$ cat config.mk
export PLATFORM = sky130hd
export DESIGN_NAME = ctar_router
export DESIGN_NICKNAME = d
export VERILOG_FILES = /design/src/rtl/ctar_region_match.v /design/src/rtl/ctar_router.v
export VERILOG_INCLUDE_DIRS = /design/src /design/src/include
export SDC_FILE = /design/constraint.sdc
export NUM_CORES = 1
export LEC_CHECK = 0
export BUFFER_PORTS_ARGS = -buffer_cell sky130_fd_sc_hd__buf_2
export CELL_PAD_IN_SITES_DETAIL_PLACEMENT = 1
export CELL_PAD_IN_SITES_GLOBAL_PLACEMENT = 2
export CORE_MARGIN = 1.5
export CORE_UTILIZATION = 25
export CTS_CLUSTER_DIAMETER = 100
export DETAILED_ROUTE_END_ITERATION = 8
export GPL_TIMING_DRIVEN = 0
export PLACE_DENSITY_LB_ADDON = 0.12
export SYNTH_ARGS = -nofsm -noshare
export SYNTH_HDL_FRONTEND = slang
export SYNTH_SLANG_ARGS = --single-unit
$ cat constraint.sdc
create_clock -name sys_clk -period 5.41 [get_ports sys_clk]
set_input_delay 0.2705 -clock sys_clk [delete_from_list [all_inputs] [get_ports sys_clk]]
set_output_delay 0.2705 -clock sys_clk [all_outputs]
set_load 0.01 [all_outputs]
$ cat src/include/ctar_regs.vh
`ifndef CTAR_REGS_VH
`define CTAR_REGS_VH

// ****************************************
// control word field positions
// ****************************************
`define CTAR_MMU_EN_BIT 0
`define CTAR_DATA_CACHE_EN_BIT 2
`define CTAR_INSTR_CACHE_EN_BIT 12
`define CTAR_REPL_POLICY_BIT 14

// ****************************************
// route codes
// ****************************************
`define CTAR_ROUTE_NONE 2'h0
`define CTAR_ROUTE_AHB 2'h1
`define CTAR_ROUTE_CACHE 2'h2
`define CTAR_ROUTE_TIGHT 2'h3

// ****************************************
// reset values
// ****************************************
`define CTAR_ADDR_RST 32'h0000_0000
`define CTAR_DATA_RST 32'h0000_0000
`define CTAR_LFSR_SEED 8'h0001
`define CTAR_LFSR_TAPS 8'h00B8
`define CTAR_WAY_RST 8'h0000

`endif

$ cat src/rtl/ctar_region_match.v
`timescale 1ns/1ps
`default_nettype none

// ****************************************
// region hit detect
// ****************************************
// a region is an aligned power-of-two window; the low size_log2 bits
// of the base are ignored so a misaligned base cannot split the window
module ctar_region_match #(
  parameter AW = 32,
  parameter SW = 5
) (
  input wire [AW-1:0] addr,
  input wire [AW-1:0] base,
  input wire [SW-1:0] size_log2,
  input wire enable,
  output wire hit
);

  wire [AW-1:0] diff; // bits that differ from the base
  wire [AW-1:0] upper; // differing bits above the window size

  assign diff = addr ^ base;
  assign upper = diff >> size_log2;
  // disabled region never hits
  assign hit = enable & (upper == {AW{1'b0}});

endmodule

`default_nettype wire

$ cat src/rtl/ctar_router.v
// Overview of operation
// - cache off: fetches go to external bus
// - instr cache on, mmu off: cacheable, unchecked, flat
// - instr cache, mmu on: entry cacheability, checked, translated
// - data cache off: data goes to external bus
// - data cache on, mmu off: noncacheable nonbufferable, flat
// - data cache, mmu on: entry cacheability, checked, translated
// - disabled cache is never looked up
// - region routing combines mmu and region enable
// - fetch region, no mmu/cache: tight or bus
// - fetch region, cache no mmu: tight or cache
// - fetch region, mmu and cache: tight, cache, or bus for noncacheable pages
// - data region, no mmu/cache: tight or bus
// - data region, cache no mmu: tight or bus
// - data region, mmu and cache: tight, cache, or bus for noncacheable pages
// - aborted reads may still reach tight memory
// - aborted writes never reach tight memory
// - policy bit: zero random, one round robin
// - control bits 0, 2, 12 enable functions
`timescale 1ns/1ps
`default_nettype none
`include "ctar_regs.vh"

module ctar_router #(
  parameter AW = 32,
  parameter DW = 32,
  parameter SW = 5,
  parameter WAYS_LOG2 = 2
) (
  input wire sys_clk,
  input wire rst_n,
  // control word as held by the coprocessor
  input wire [31:0] ctrl_word,
  // tightly coupled region settings
  input wire [AW-1:0] i_region_base,
  input wire [SW-1:0] i_region_size_log2,
  input wire i_region_enable,
  input wire [AW-1:0] d_region_base,
  input wire [SW-1:0] d_region_size_log2,
  input wire d_region_enable,
  // fetch request from the core
  input wire i_req,
  input wire [AW-1:0] i_virt_addr,
  input wire [AW-1:0] i_xlat_addr,
  input wire i_xlat_cacheable,
  input wire i_prot_fault,
  // data request from the core
  input wire d_req,
  input wire d_write,
  input wire [AW-1:0] d_virt_addr,
  input wire [DW-1:0] d_wdata,
  input wire [AW-1:0] d_xlat_addr,
  input wire d_xlat_cacheable,
  input wire d_xlat_bufferable,
  input wire d_prot_fault,
  input wire d_ext_abort,
  // line fill requests from the caches
  input wire i_fill_req,
  input wire d_fill_req,
  // fetch side results
  output reg [1:0] i_route_reg,
  output reg [AW-1:0] i_phys_addr_reg,
  output reg i_cacheable_reg,
  output reg i_prot_check_reg,
  output reg i_abort_reg,
  output reg i_cache_lookup_reg,
  output reg i_ahb_read_reg,
  output reg i_tight_read_reg,
  // data side results
  output reg [1:0] d_route_reg,
  output reg [AW-1:0] d_phys_addr_reg,
  output reg [DW-1:0] d_wdata_reg,
  output reg d_cacheable_reg,
  output reg d_bufferable_reg,
  output reg d_prot_check_reg,
  output reg d_abort_reg,
  output reg d_cache_lookup_reg,
  output reg d_ahb_read_reg,
  output reg d_ahb_write_reg,
  output reg d_tight_read_reg,
  output reg d_tight_write_reg,
  // victim way choice per cache
  output reg [WAYS_LOG2-1:0] i_victim_reg,
  output reg [WAYS_LOG2-1:0] d_victim_reg
);

  // ****************************************
  // control decode
  // ****************************************
  wire mmu_enable; // translation and checks on
  wire data_cache_enable; // data cache usable
  wire instr_cache_enable; // instruction cache usable
  wire replacement_policy_bit; // zero random, one round robin

  assign mmu_enable = ctrl_word[`CTAR_MMU_EN_BIT];
  assign data_cache_enable = ctrl_word[`CTAR_DATA_CACHE_EN_BIT];
  assign instr_cache_enable = ctrl_word[`CTAR_INSTR_CACHE_EN_BIT];
  assign replacement_policy_bit = ctrl_word[`CTAR_REPL_POLICY_BIT];

  // ****************************************
  // effective addresses
  // ****************************************
  // flat map when translation is off, else the translated address
  wire [AW-1:0] i_eff_addr; // fetch physical address
  wire [AW-1:0] d_eff_addr; // data physical address

  assign i_eff_addr = mmu_enable ? i_xlat_addr : i_virt_addr;
  assign d_eff_addr = mmu_enable ? d_xlat_addr : d_virt_addr;

  // ****************************************
  // region hits
  // ****************************************
  wire i_region_hit; // fetch lands in instruction region
  wire d_region_hit; // data lands in data region

  // matching on the physical address ties region enable to the mmu state
  ctar_region_match #(
    .AW(AW),
    .SW(SW)
  ) u_i_region (
    .addr(i_eff_addr),
    .base(i_region_base),
    .size_log2(i_region_size_log2),
    .enable(i_region_enable),
    .hit(i_region_hit)
  );

  ctar_region_match #(
    .AW(AW),
    .SW(SW)
  ) u_d_region (
    .addr(d_eff_addr),
    .base(d_region_base),
    .size_log2(d_region_size_log2),
    .enable(d_region_enable),
    .hit(d_region_hit)
  );

  // ****************************************
  // fetch routing
  // ****************************************
  reg [1:0] i_route_next; // chosen destination
  reg i_cacheable_next; // cacheability of the fetch
  reg i_check_next; // protection check applies
  reg i_abort_next; // fetch aborted

  // decision order: region, cache off, flat cacheable, entry driven
  always @* begin
    i_route_next = `CTAR_ROUTE_NONE;
    i_cacheable_next = 1'b0;
    i_check_next = mmu_enable;
    i_abort_next = 1'b0;
    if (i_req) begin
      i_abort_next = mmu_enable & i_prot_fault;
      if (i_region_hit) begin
        // region wins even when the cache would have hit
        i_route_next = `CTAR_ROUTE_TIGHT;
      end else if (!instr_cache_enable) begin
        i_route_next = `CTAR_ROUTE_AHB;
      end else if (!mmu_enable) begin
        i_route_next = `CTAR_ROUTE_CACHE;
        i_cacheable_next = 1'b1;
      end else begin
        i_cacheable_next = i_xlat_cacheable;
        // noncacheable pages bypass to the bus
        i_route_next = i_xlat_cacheable ? `CTAR_ROUTE_CACHE : `CTAR_ROUTE_AHB;
      end
    end
  end

  // ****************************************
  // data routing
  // ****************************************
  reg [1:0] d_route_next; // chosen destination
  reg d_cacheable_next; // cacheability of the access
  reg d_bufferable_next; // bufferability of the access
  reg d_check_next; // protection check applies
  reg d_abort_next; // access aborted

  // same order as fetch, but flat map with cache on stays uncached
  always @* begin
    d_route_next = `CTAR_ROUTE_NONE;
    d_cacheable_next = 1'b0;
    d_bufferable_next = 1'b0;
    d_check_next = mmu_enable;
    d_abort_next = 1'b0;
    if (d_req) begin
      d_abort_next = d_ext_abort | (mmu_enable & d_prot_fault);
      if (d_region_hit) begin
        d_route_next = `CTAR_ROUTE_TIGHT;
      end else if (!data_cache_enable) begin
        d_route_next = `CTAR_ROUTE_AHB;
      end else if (!mmu_enable) begin
        // noncacheable nonbufferable, straight to memory
        d_route_next = `CTAR_ROUTE_AHB;
      end else begin
        d_cacheable_next = d_xlat_cacheable;
        d_bufferable_next = d_xlat_bufferable;
        d_route_next = d_xlat_cacheable ? `CTAR_ROUTE_CACHE : `CTAR_ROUTE_AHB;
      end
    end
  end

  // ****************************************
  // strobe qualification
  // ****************************************
  wire i_to_tight; // fetch heads for the region
  wire i_to_cache; // fetch heads for the cache
  wire i_to_ahb; // fetch heads for the bus
  wire d_to_tight; // data heads for the region
  wire d_to_cache; // data heads for the cache
  wire d_to_ahb; // data heads for the bus

  assign i_to_tight = (i_route_next == `CTAR_ROUTE_TIGHT);
  assign i_to_cache = (i_route_next == `CTAR_ROUTE_CACHE);
  assign i_to_ahb = (i_route_next == `CTAR_ROUTE_AHB);
  assign d_to_tight = (d_route_next == `CTAR_ROUTE_TIGHT);
  assign d_to_cache = (d_route_next == `CTAR_ROUTE_CACHE);
  assign d_to_ahb = (d_route_next == `CTAR_ROUTE_AHB);

  // ****************************************
  // victim selection
  // ****************************************
  reg [7:0] lfsr_reg; // shared random source
  wire [7:0] lfsr_next; // galois step
  reg [WAYS_LOG2-1:0] i_turn_reg; // fetch round robin pointer
  reg [WAYS_LOG2-1:0] d_turn_reg; // data round robin pointer

  // one random source is shared; both caches drawing at once see the same
  // value, which costs a little spread but saves a second generator
  assign lfsr_next = lfsr_reg[0] ? ((lfsr_reg >> 1) ^ `CTAR_LFSR_TAPS) : (lfsr_reg >> 1);

  // pointers advance only on a fill so each refill takes a fresh way
  always @(posedge sys_clk) begin
    if (!rst_n) begin
      lfsr_reg <= `CTAR_LFSR_SEED;
      i_turn_reg <= {WAYS_LOG2{1'b0}};
      d_turn_reg <= {WAYS_LOG2{1'b0}};
      i_victim_reg <= {WAYS_LOG2{1'b0}};
      d_victim_reg <= {WAYS_LOG2{1'b0}};
    end else begin
      lfsr_reg <= lfsr_next;
      if (i_fill_req && instr_cache_enable) begin
        if (replacement_policy_bit) begin
          i_victim_reg <= i_turn_reg;
          i_turn_reg <= i_turn_reg + {{(WAYS_LOG2-1){1'b0}}, 1'b1};
        end else begin
          i_victim_reg <= lfsr_reg[WAYS_LOG2-1:0];
        end
      end
      if (d_fill_req && data_cache_enable) begin
        if (replacement_policy_bit) begin
          d_victim_reg <= d_turn_reg;
          d_turn_reg <= d_turn_reg + {{(WAYS_LOG2-1){1'b0}}, 1'b1};
        end else begin
          d_victim_reg <= lfsr_reg[WAYS_LOG2-1:0];
        end
      end
    end
  end

  // ****************************************
  // fetch output stage
  // ****************************************
  // one cycle from request to strobes; strobes repeat each cycle the request is held
  always @(posedge sys_clk) begin
    if (!rst_n) begin
      i_route_reg <= `CTAR_ROUTE_NONE;
      i_phys_addr_reg <= `CTAR_ADDR_RST;
      i_cacheable_reg <= 1'b0;
      i_prot_check_reg <= 1'b0;
      i_abort_reg <= 1'b0;
      i_cache_lookup_reg <= 1'b0;
      i_ahb_read_reg <= 1'b0;
      i_tight_read_reg <= 1'b0;
    end else begin
      i_route_reg <= i_route_next;
      i_phys_addr_reg <= i_eff_addr;
      i_cacheable_reg <= i_cacheable_next;
      i_prot_check_reg <= i_check_next & i_req;
      i_abort_reg <= i_abort_next;
      // lookup only when the cache is on, so its lines stay untouched
      i_cache_lookup_reg <= i_to_cache & instr_cache_enable & ~i_abort_next;
      i_ahb_read_reg <= i_to_ahb & ~i_abort_next;
      // speculative: region read goes out even if aborted
      i_tight_read_reg <= i_to_tight;
    end
  end

  // ****************************************
  // data output stage
  // ****************************************
  always @(posedge sys_clk) begin
    if (!rst_n) begin
      d_route_reg <= `CTAR_ROUTE_NONE;
      d_phys_addr_reg <= `CTAR_ADDR_RST;
      d_wdata_reg <= `CTAR_DATA_RST;
      d_cacheable_reg <= 1'b0;
      d_bufferable_reg <= 1'b0;
      d_prot_check_reg <= 1'b0;
      d_abort_reg <= 1'b0;
      d_cache_lookup_reg <= 1'b0;
      d_ahb_read_reg <= 1'b0;
      d_ahb_write_reg <= 1'b0;
      d_tight_read_reg <= 1'b0;
      d_tight_write_reg <= 1'b0;
    end else begin
      d_route_reg <= d_route_next;
      d_phys_addr_reg <= d_eff_addr;
      d_wdata_reg <= d_wdata;
      d_cacheable_reg <= d_cacheable_next;
      d_bufferable_reg <= d_bufferable_next;
      d_prot_check_reg <= d_check_next & d_req;
      d_abort_reg <= d_abort_next;
      d_cache_lookup_reg <= d_to_cache & data_cache_enable & ~d_abort_next;
      d_ahb_read_reg <= d_to_ahb & ~d_write & ~d_abort_next;
      d_ahb_write_reg <= d_to_ahb & d_write & ~d_abort_next;
      // reads may leak out speculatively, the memory must not mind
      d_tight_read_reg <= d_to_tight & ~d_write;
      // an aborted write must never reach the region
      d_tight_write_reg <= d_to_tight & d_write & ~d_abort_next;
    end
  end

endmodule

`default_nettype wire

Word-level counts from Yosys, hierarchy flattened
Index checks and enable logic that the tools add are counted.

word-level totals
  word-level logic and storage cells = 94
  bits in latches = 0
  output and inout bits = 119
  RAM bits = 0
  memory bits (read-only) = 0
  memories = 0
  input bits = 281
  register bits after elaboration = 131

operators by class
  equal/unequal tests = 6
  $add $sub $neg = 2
  div/mod/pow operators = 0
  $mul = 0
  bitwise operators = 31
  $lt $le $gt $ge = 0
  mux-type cells = 18
  shift-type cells = 2
  reductions and logical operators = 9

operator list
  kind                   number
  $logic_not A32 Y1      2
  $mux W32               2
  $shr A32 B5 Y32        2
  $xor A32 B32 Y32       2
  $mux W2                12
  $and A1 B1 Y1          18
  $not A1 Y1             9
  $eq A2 B2 Y1 const B   4
  $mux W6                1
  $reduce_and A2 Y1      3
  $reduce_or A5 Y1       1
  $add A2 B1 Y2 const B  2
  $eq A2 B1 Y1 const B   2
  $not A3 Y4             1
  $reduce_or A4 Y1       1
  $mux W1                3
  $logic_and A1 B1 Y1    2
  $or A1 B1 Y1           1

Depth between registers and ports, before layout
Gate-level depths: netlist of run 1.

  depth in word-level cells = 10
  depth in mapped cells = 13
  depth with buffers taken out = 9

Modules after synthesis
From an unflattened synthesis of run 1, not the netlist that was laid out.

unflattened totals
  cell total of the unflattened synthesis = 748
  area, all modules = 7335.8 sq um

by module, submodules not included
  module             instances  sequential area each (sq um)  cells an instance  area an instance (sq um)
  ctar_router        1          2622.5                        386                4788.3
  ctar_region_match  2          0.0                           181                1273.7

Worst setup path after synthesis of run 1
OpenSTA, ideal clock, no wires.

  kind = input port to flip-flop
  start point = input ctrl_word[0]
  end point = register i_cacheable_reg
  buffers on the path = 3
  arrival = 2.561 ns
  setup slack = 2.733 ns
  required time = 5.295 ns
  stages = 12
  setup time = 0.115 ns
  cells stage by stage = buf_6 buf_8 buf_6 mux2i_1 mux2_2 a211oi_1 a31oi_1 o32ai_1 o22ai_1 o41ai_2 a21oi_1 and3_1

on the way
  word-level cells in the longest chain between the ends = 6
  elaborated cells between the ends (all ways) = 7
  classes of those cells = shift (1); mux (2); bitwise (2); reduce/logical (2)

ends and longest elaborated chain
  element                     line                    text
  from (decl)                 ctar_router.v:33        input wire [31:0] ctrl_word,
  $mux W32                    ctar_router.v:107       assign i_eff_addr = mmu_enable ? i_xlat_addr : i_virt_addr;
  $xor A32 B32 Y32            ctar_region_match.v:23  assign diff = addr ^ base;
  $shr A32 B5 Y32             ctar_region_match.v:24  assign upper = diff >> size_log2;
  $logic_not A32 Y1           ctar_region_match.v:26  assign hit = enable & (upper == {AW{1'b0}});
  $and A1 B1 Y1               ctar_region_match.v:26
  $reduce_or A4 Y1 (no line)  -
  to (signal assigned)        ctar_router.v:279       i_cacheable_reg <= i_cacheable_next;
  to (decl)                   ctar_router.v:63        output reg i_cacheable_reg,

Several ways; a longest one is shown, not always the timed one.
A chain may end at the register's enable or synchronous reset.

Final worst setup path of run 1
Same ends and word-level chain as after synthesis.

==> impl_metrics.env, run 1 <==
export IMPL_wire_per_inst_um=18.3
export IMPL_cp_slowest_stage_delay_ps=500
export IMPL_ys_flop_type="dfxtp_1"
export IMPL_fp_dieH_um=162
export IMPL_final_core_util_pct=36.7
export IMPL_tightest_slew_ps=792
export IMPL_synth_cells=659
export IMPL_num_rows=58
export IMPL_drc=0
export IMPL_cts_tree="done"
export IMPL_grt_pass1_vias=6588
export IMPL_leakagePower_nw=4.37
export IMPL_fillers=3038
export IMPL_setup_violations=0
export IMPL_critPathArrivalTime_ps=3420
export IMPL_die_w_um=162
export IMPL_dr_pass1_iters=4
export IMPL_ant_nets=0
export IMPL_ys_seq_area_share_pct=41.3
export IMPL_path_clk_slew_ps=70
export IMPL_clock_fmax_ghz=0.322
export IMPL_p_int_mw=1.92
export IMPL_core_area_sq_um=25000
export IMPL_cts_max_level=4
export IMPL_grt_max_degree=17
export IMPL_finalWirelength_um=25400
export IMPL_post_cts_resized=0
export IMPL_area_growth_pct=44.6
export IMPL_power_total_mw=2.76
export IMPL_endpoint_kind="flop"
export IMPL_hold_slack_ps=43.1
export IMPL_overflow=0
export IMPL_cts_buffer_depth=2
export IMPL_netlist_area_leader_share_pct=41.3
export IMPL_synth_top_cells_by_area="dfxtp_1 41%, mux2i_1 12%, xnor2_1 6.9%"
export IMPL_synth_warnings=0
export IMPL_dpl_cell_area_sq_um=8590
export IMPL_place_congestion=0.772
export IMPL_clock_power_share_pct=42.9
export IMPL_place_hpwl_um=20500
export IMPL_rsz0062_at_grt="false"
export IMPL_slew_headroom_pct=46.5
export IMPL_hold_path_class="primary input to flop"
export IMPL_nets=1324
export IMPL_startpoint_type="primary input"
export IMPL_finClkSkew_ps=8.17
export IMPL_tns_ps=0
export IMPL_drt_first_iter_violations=128
export IMPL_clock_latency_ps=430
export IMPL_switching_share_pct=30.5
export IMPL_start_util_pct=25.4
export IMPL_yosysUniqueCellTypes=58
export IMPL_crit_required_ps=5720
export IMPL_post_place_ws_ps=1850
export IMPL_setup_ws_ps=2300
export IMPL_drive_gt1_share_pct=40.3
export IMPL_syn_area_sq_um=6350
export IMPL_crit_fanout=10
export IMPL_combPwrFrac_pct=19.7
export IMPL_fin_crit_sh_pct=57.5
export IMPL_final_area_sq_um=9180
export IMPL_syn_nets=940
export IMPL_path_delay_family="compound AO/OA/AOI/OAI gates"
export IMPL_ios=400
export IMPL_ys_async_sr_fraction_pct=0
export IMPL_dp_cells=1354
export IMPL_vias_per_cell=4.44
export IMPL_dieArea_sq_um=26400
export IMPL_hold_viol=0
export IMPL_grt_pass1_wl_um=38000
export IMPL_antenna_found_initial=2
export IMPL_avgSynthCellArea_sq_um=9.63
export IMPL_path_cells="buf_6, buf_6, buf_4, buf_2, mux2i_1, xor2_1, o2111ai_1, a2111oi_0, o22ai_1, o41ai_2, a21oi_1, and3_1"
export IMPL_dr_total_vias=6169
export IMPL_ir_drop_mv=0.140
export IMPL_worst_path_buf_inv=4
export IMPL_outcome="finished clean"
export IMPL_period_minus_slack_ps=3110
export IMPL_synth_edf_count=0
export IMPL_cpMostUsedCell="buf_6"
export IMPL_max_cap_viol_count=0
export IMPL_portBuffers=365
export IMPL_yosys_area_top_type="dfxtp_1"
export IMPL_slew_viol_final=0
export IMPL_ctsHoldBuffers=0
export IMPL_ys_ff_latch=131
export IMPL_clock_sinks=131
export IMPL_switchingPower_mw=0.844
export IMPL_seq_power_share_pct=37.4
export IMPL_track_usage_pct=19.2
export IMPL_cp_slowest_cell="a2111oi_0"
export IMPL_final_cell_count_no_fill=1389
export IMPL_post_cts_buffers=0
export IMPL_clockRootBuffer="clkbuf_16"
export IMPL_critPathKind="primary input to flop"
export IMPL_cts_buffers_inserted=17
export IMPL_p_per_area_nw_per_um2=301
cell usage in the layout (no fill, tap or decap), types with 9 or more instances in the layout:
cell / n
nor2_1: 37
xor2_1: 23
dfxtp_1: 131
a211oi_1: 12
nand3_1: 9
nor3_1: 25
a21oi_1: 12
o21ai_0: 13
clkbuf_16: 17
buf_2: 369
and2_1: 48
mux2i_1: 76
nand2_1: 31
nor2b_1: 67
xnor2_1: 50
clkbuf_1: 18
cell families (layout without fill, tap and decap cells):
family / Yosys count / count (layout) / synth area share, %
compound gates: 87 / 87 / 10.1
flops: 131 / 131 / 41.3
other cells: 0 / 3 / 0
simple gates: 235 / 235 / 19.9
mux: 90 / 90 / 15.2
buf+inv: 43 / 440 / 3.39
xor+xnor: 73 / 73 / 10.1
final cells by class:
class | count | area, sq um | area share (%)
multi-input combinational | 485 | 3510 | 38.2
sequential | 131 | 2620 | 28.6
timing repair buffer | 365 | 1830 | 19.9
clock buffer | 17 | 425 | 4.63
tap | 330 | 413 | 4.50
buffer | 32 | 174 | 1.89
clock inverter | 15 | 159 | 1.73
inverter | 11 | 41.3 | 0.450
antenna | 3 | 7.51 | 0.0818
cells in the mapped netlist (4+ instances only):
library cell	number
xnor2_1	50
o2111ai_1	4
o21ai_0	13
buf_2	4
a32oi_1	6
clkbuf_1	18
xor2_1	23
nand2_1	31
a211oi_1	12
nor2b_1	67
buf_6	4
dfxtp_1	131
nor2_1	37
mux2i_1	76
mux2i_2	5
nor3_1	25
and2_1	48
mux2_2	6
inv_1	7
a21oi_1	12
nand3_1	9
a31oi_1	8
nand2b_1	7
power by group through the flow:
stage          clock network, mW  logic (mW)  registers [mW]
2_1_floorplan                  0       0.277            1.08
3_3_place_gp                   0       0.549            1.05
4_1_cts                     1.23       0.557            1.03
5_1_grt                     1.26       0.603            1.04
6_report                    1.18       0.546            1.03
3_5_place_dp                   0       0.553            1.06
final timing paths:
check                      from  slack (ps)              end  cells after the start
setup / recovery   ctrl_word[0]        2300  i_cacheable_reg                     12
hold / removal      d_wdata[22]          40  d_wdata_reg[22]                      2
setup reg to reg  i_turn_reg[0]        4560    i_turn_reg[1]                      3
hold reg to reg     lfsr_reg[7]         440      lfsr_reg[6]                      1
routing by layer:
layer	share of wire, %	global-route usage [%]
met5	0	0
met4	1.2	5.17
met3	6.2	5.19
met1	40	21.1
met2	53	36.1
worst reg2reg max path, delay by kind of cell (launching register included):
kind          cells  cell delay, ps
flops             1             370
simple gates      2             240
xor+xnor          1             140
Power figures use the tool's default switching activity.
==> run 2: changes to the inputs <==
Settings changed: CORE_UTILIZATION 25 to 23.
Clock period 5.41 ns to 3.3 ns, I/O delays scaled along.
==> impl_metrics.env, run 2 (synthesis gave the netlist of run 1 again) <==
export IMPL_dr_total_vias=6385
export IMPL_clock_fmax_ghz=0.321
export IMPL_p_int_mw=3.22
export IMPL_start_util_pct=23.5
export IMPL_grt_pass1_wl_um=39000
export IMPL_hold_viol=0
export IMPL_hold_slack_ps=45.9
export IMPL_path_clk_slew_ps=70
export IMPL_cts_tree="done"
export IMPL_fp_dieH_um=169
export IMPL_setup_violations=0
export IMPL_holdPathStages=3
export IMPL_switching_share_pct=28.9
export IMPL_max_cap_viol_count=0
export IMPL_ir_drop_mv=0.223
export IMPL_critPathArrivalTime_ps=3420
export IMPL_dpl_cell_area_sq_um=8600
export IMPL_area_growth_pct=50.5
export IMPL_switchingPower_mw=1.31
export IMPL_period_minus_slack_ps=3110
export IMPL_crit_fanout=10
export IMPL_seq_power_share_pct=37.4
export IMPL_vias_per_cell=4.45
export IMPL_clock_latency_ps=410
export IMPL_antenna_found_initial=3
export IMPL_rsz0062_at_grt="false"
export IMPL_grt_pass1_vias=6869
export IMPL_overflow=0
export IMPL_combPwrFrac_pct=20.4
export IMPL_final_area_sq_um=9550
export IMPL_r2r_start="i_turn_reg[0]"
export IMPL_place_hpwl_um=20500
export IMPL_nets=1361
export IMPL_hold_path_class="primary input to flop"
export IMPL_p_per_area_nw_per_um2=474
export IMPL_ios=400
export IMPL_num_rows=60
export IMPL_dr_pass1_iters=4
export IMPL_leakagePower_nw=4.52
export IMPL_wire_per_inst_um=17.8
export IMPL_endpoint_kind="flop"
export IMPL_rr_endpoint="i_turn_reg[1]"
export IMPL_drc=0
export IMPL_clock_power_share_pct=42.1
export IMPL_startpoint_type="primary input"
export IMPL_cts_buffer_depth=2
export IMPL_die_w_um=169
export IMPL_setup_ws_ps=187
export IMPL_clock_sinks=131
export IMPL_reg2reg_depth=3
export IMPL_final_core_util_pct=35.3
export IMPL_layout_commonest_cell="buf_2"
export IMPL_tightest_slew_ps=928
export IMPL_rrSetupSlack_ps=2450
export IMPL_ant_nets=0
export IMPL_outcome="finished clean"
export IMPL_core_area_sq_um=27000
export IMPL_worstHoldEndpoint="i_phys_addr_reg[27]"
export IMPL_critPathKind="primary input to flop"
export IMPL_hp_start="i_virt_addr[27]"
export IMPL_post_place_ws_ps=-327
export IMPL_post_cts_buffers=0
export IMPL_layout_common_cells="369 x buf_2, 131 x dfxtp_1, 76 x mux2i_1, 67 x nor2b_1, 50 x xnor2_1"
export IMPL_crit_required_ps=3610
export IMPL_place_congestion=0.776
export IMPL_finalWirelength_um=25500
export IMPL_clockRootBuffer="clkbuf_16"
export IMPL_slew_headroom_pct=37.4
export IMPL_drive_gt1_share_pct=38.9
export IMPL_finClkSkew_ps=5.90
export IMPL_fillers=3235
export IMPL_cts_max_level=4
export IMPL_fin_crit_sh_pct=94.3
export IMPL_portBuffers=365
export IMPL_slew_viol_final=0
export IMPL_drt_first_iter_violations=160
export IMPL_grt_max_degree=17
export IMPL_dieArea_sq_um=28600
export IMPL_track_usage_pct=18.1
export IMPL_cts_buffers_inserted=17
==> run 2: repair_timing <==
item / CTS / global route
endpoints found under the hold margin: 38 / 0
hold buffers: 37 / 0
resized for setup: 0 / 0
==> run 2: how the worst max path moves through the flow <==
stage | start | end | slack, ps | cells past startpoint
CTS | ctrl_word[0] | i_cacheable_reg | 90 | 12
global placement | ctrl_word[0] | i_cacheable_reg | -360 | 12
floorplan | ctrl_word[0] | i_cacheable_reg | 730 | 12
global route | ctrl_word[0] | i_cacheable_reg | 5 | 12
detailed placement | ctrl_word[0] | i_cacheable_reg | -330 | 12
finish | ctrl_word[0] | i_cacheable_reg | 190 | 12
==> run 2: cell type report <==
| cell class | count | area (sq um) | area share (%) |
|---|---|---|---|
| clock inverters | 14 | 151 | 1.58 |
| multi-input cells | 485 | 3510 | 36.7 |
| flip-flops and latches | 131 | 2620 | 27.5 |
| plain buffers | 32 | 174 | 1.82 |
| inverters | 11 | 41.3 | 0.432 |
| repair buffers | 402 | 2200 | 23.0 |
| well taps | 341 | 427 | 4.47 |
| clock buffers | 17 | 425 | 4.45 |
| diodes | 2 | 5.00 | 0.0524 |
==> run 2: worst max-delay path, cell delays in order <==
cell and delay (ps):
buf_6 110, buf_6 220, buf_4 340, buf_2 450
mux2i_1 340, xor2_1 250, o2111ai_1 190, a211oi_1 310
nor3_1 110, o41ai_2 490, a21oi_1 190, and3_1 220
==> run 2: metal layers <==
layer / GRT usage (%) / vias to the layer above / part of all wire [%]
li1: - / 3130 / -
met1: 20.4 / 3018 / 40
met2: 33.6 / 219 / 53
met3: 4.47 / 18 / 6.0
met4: 4.89 / 0 / 1.3
met5: 0 / - / 0
==> run 2: stage by stage <==
step,power [mW],cells,TNS (ps)
after floorplan,2.23,659,0
after detailed placement,2.64,1365,-1420
final,4.53,1435,0
after global routing,4.79,1434,0
after CTS,4.63,1433,0
after global placement,2.63,1365,-1600
==> run 2: power by group through the flow <==
stage / combinational, mW / clock (mW) / sequential [mW]
final: 0.926 / 1.91 / 1.70
after global routing: 1.03 / 2.05 / 1.70
after CTS: 0.944 / 1.99 / 1.70
after detailed placement: 0.906 / 0 / 1.73
after global placement: 0.902 / 0 / 1.73
after floorplan: 0.454 / 0 / 1.78
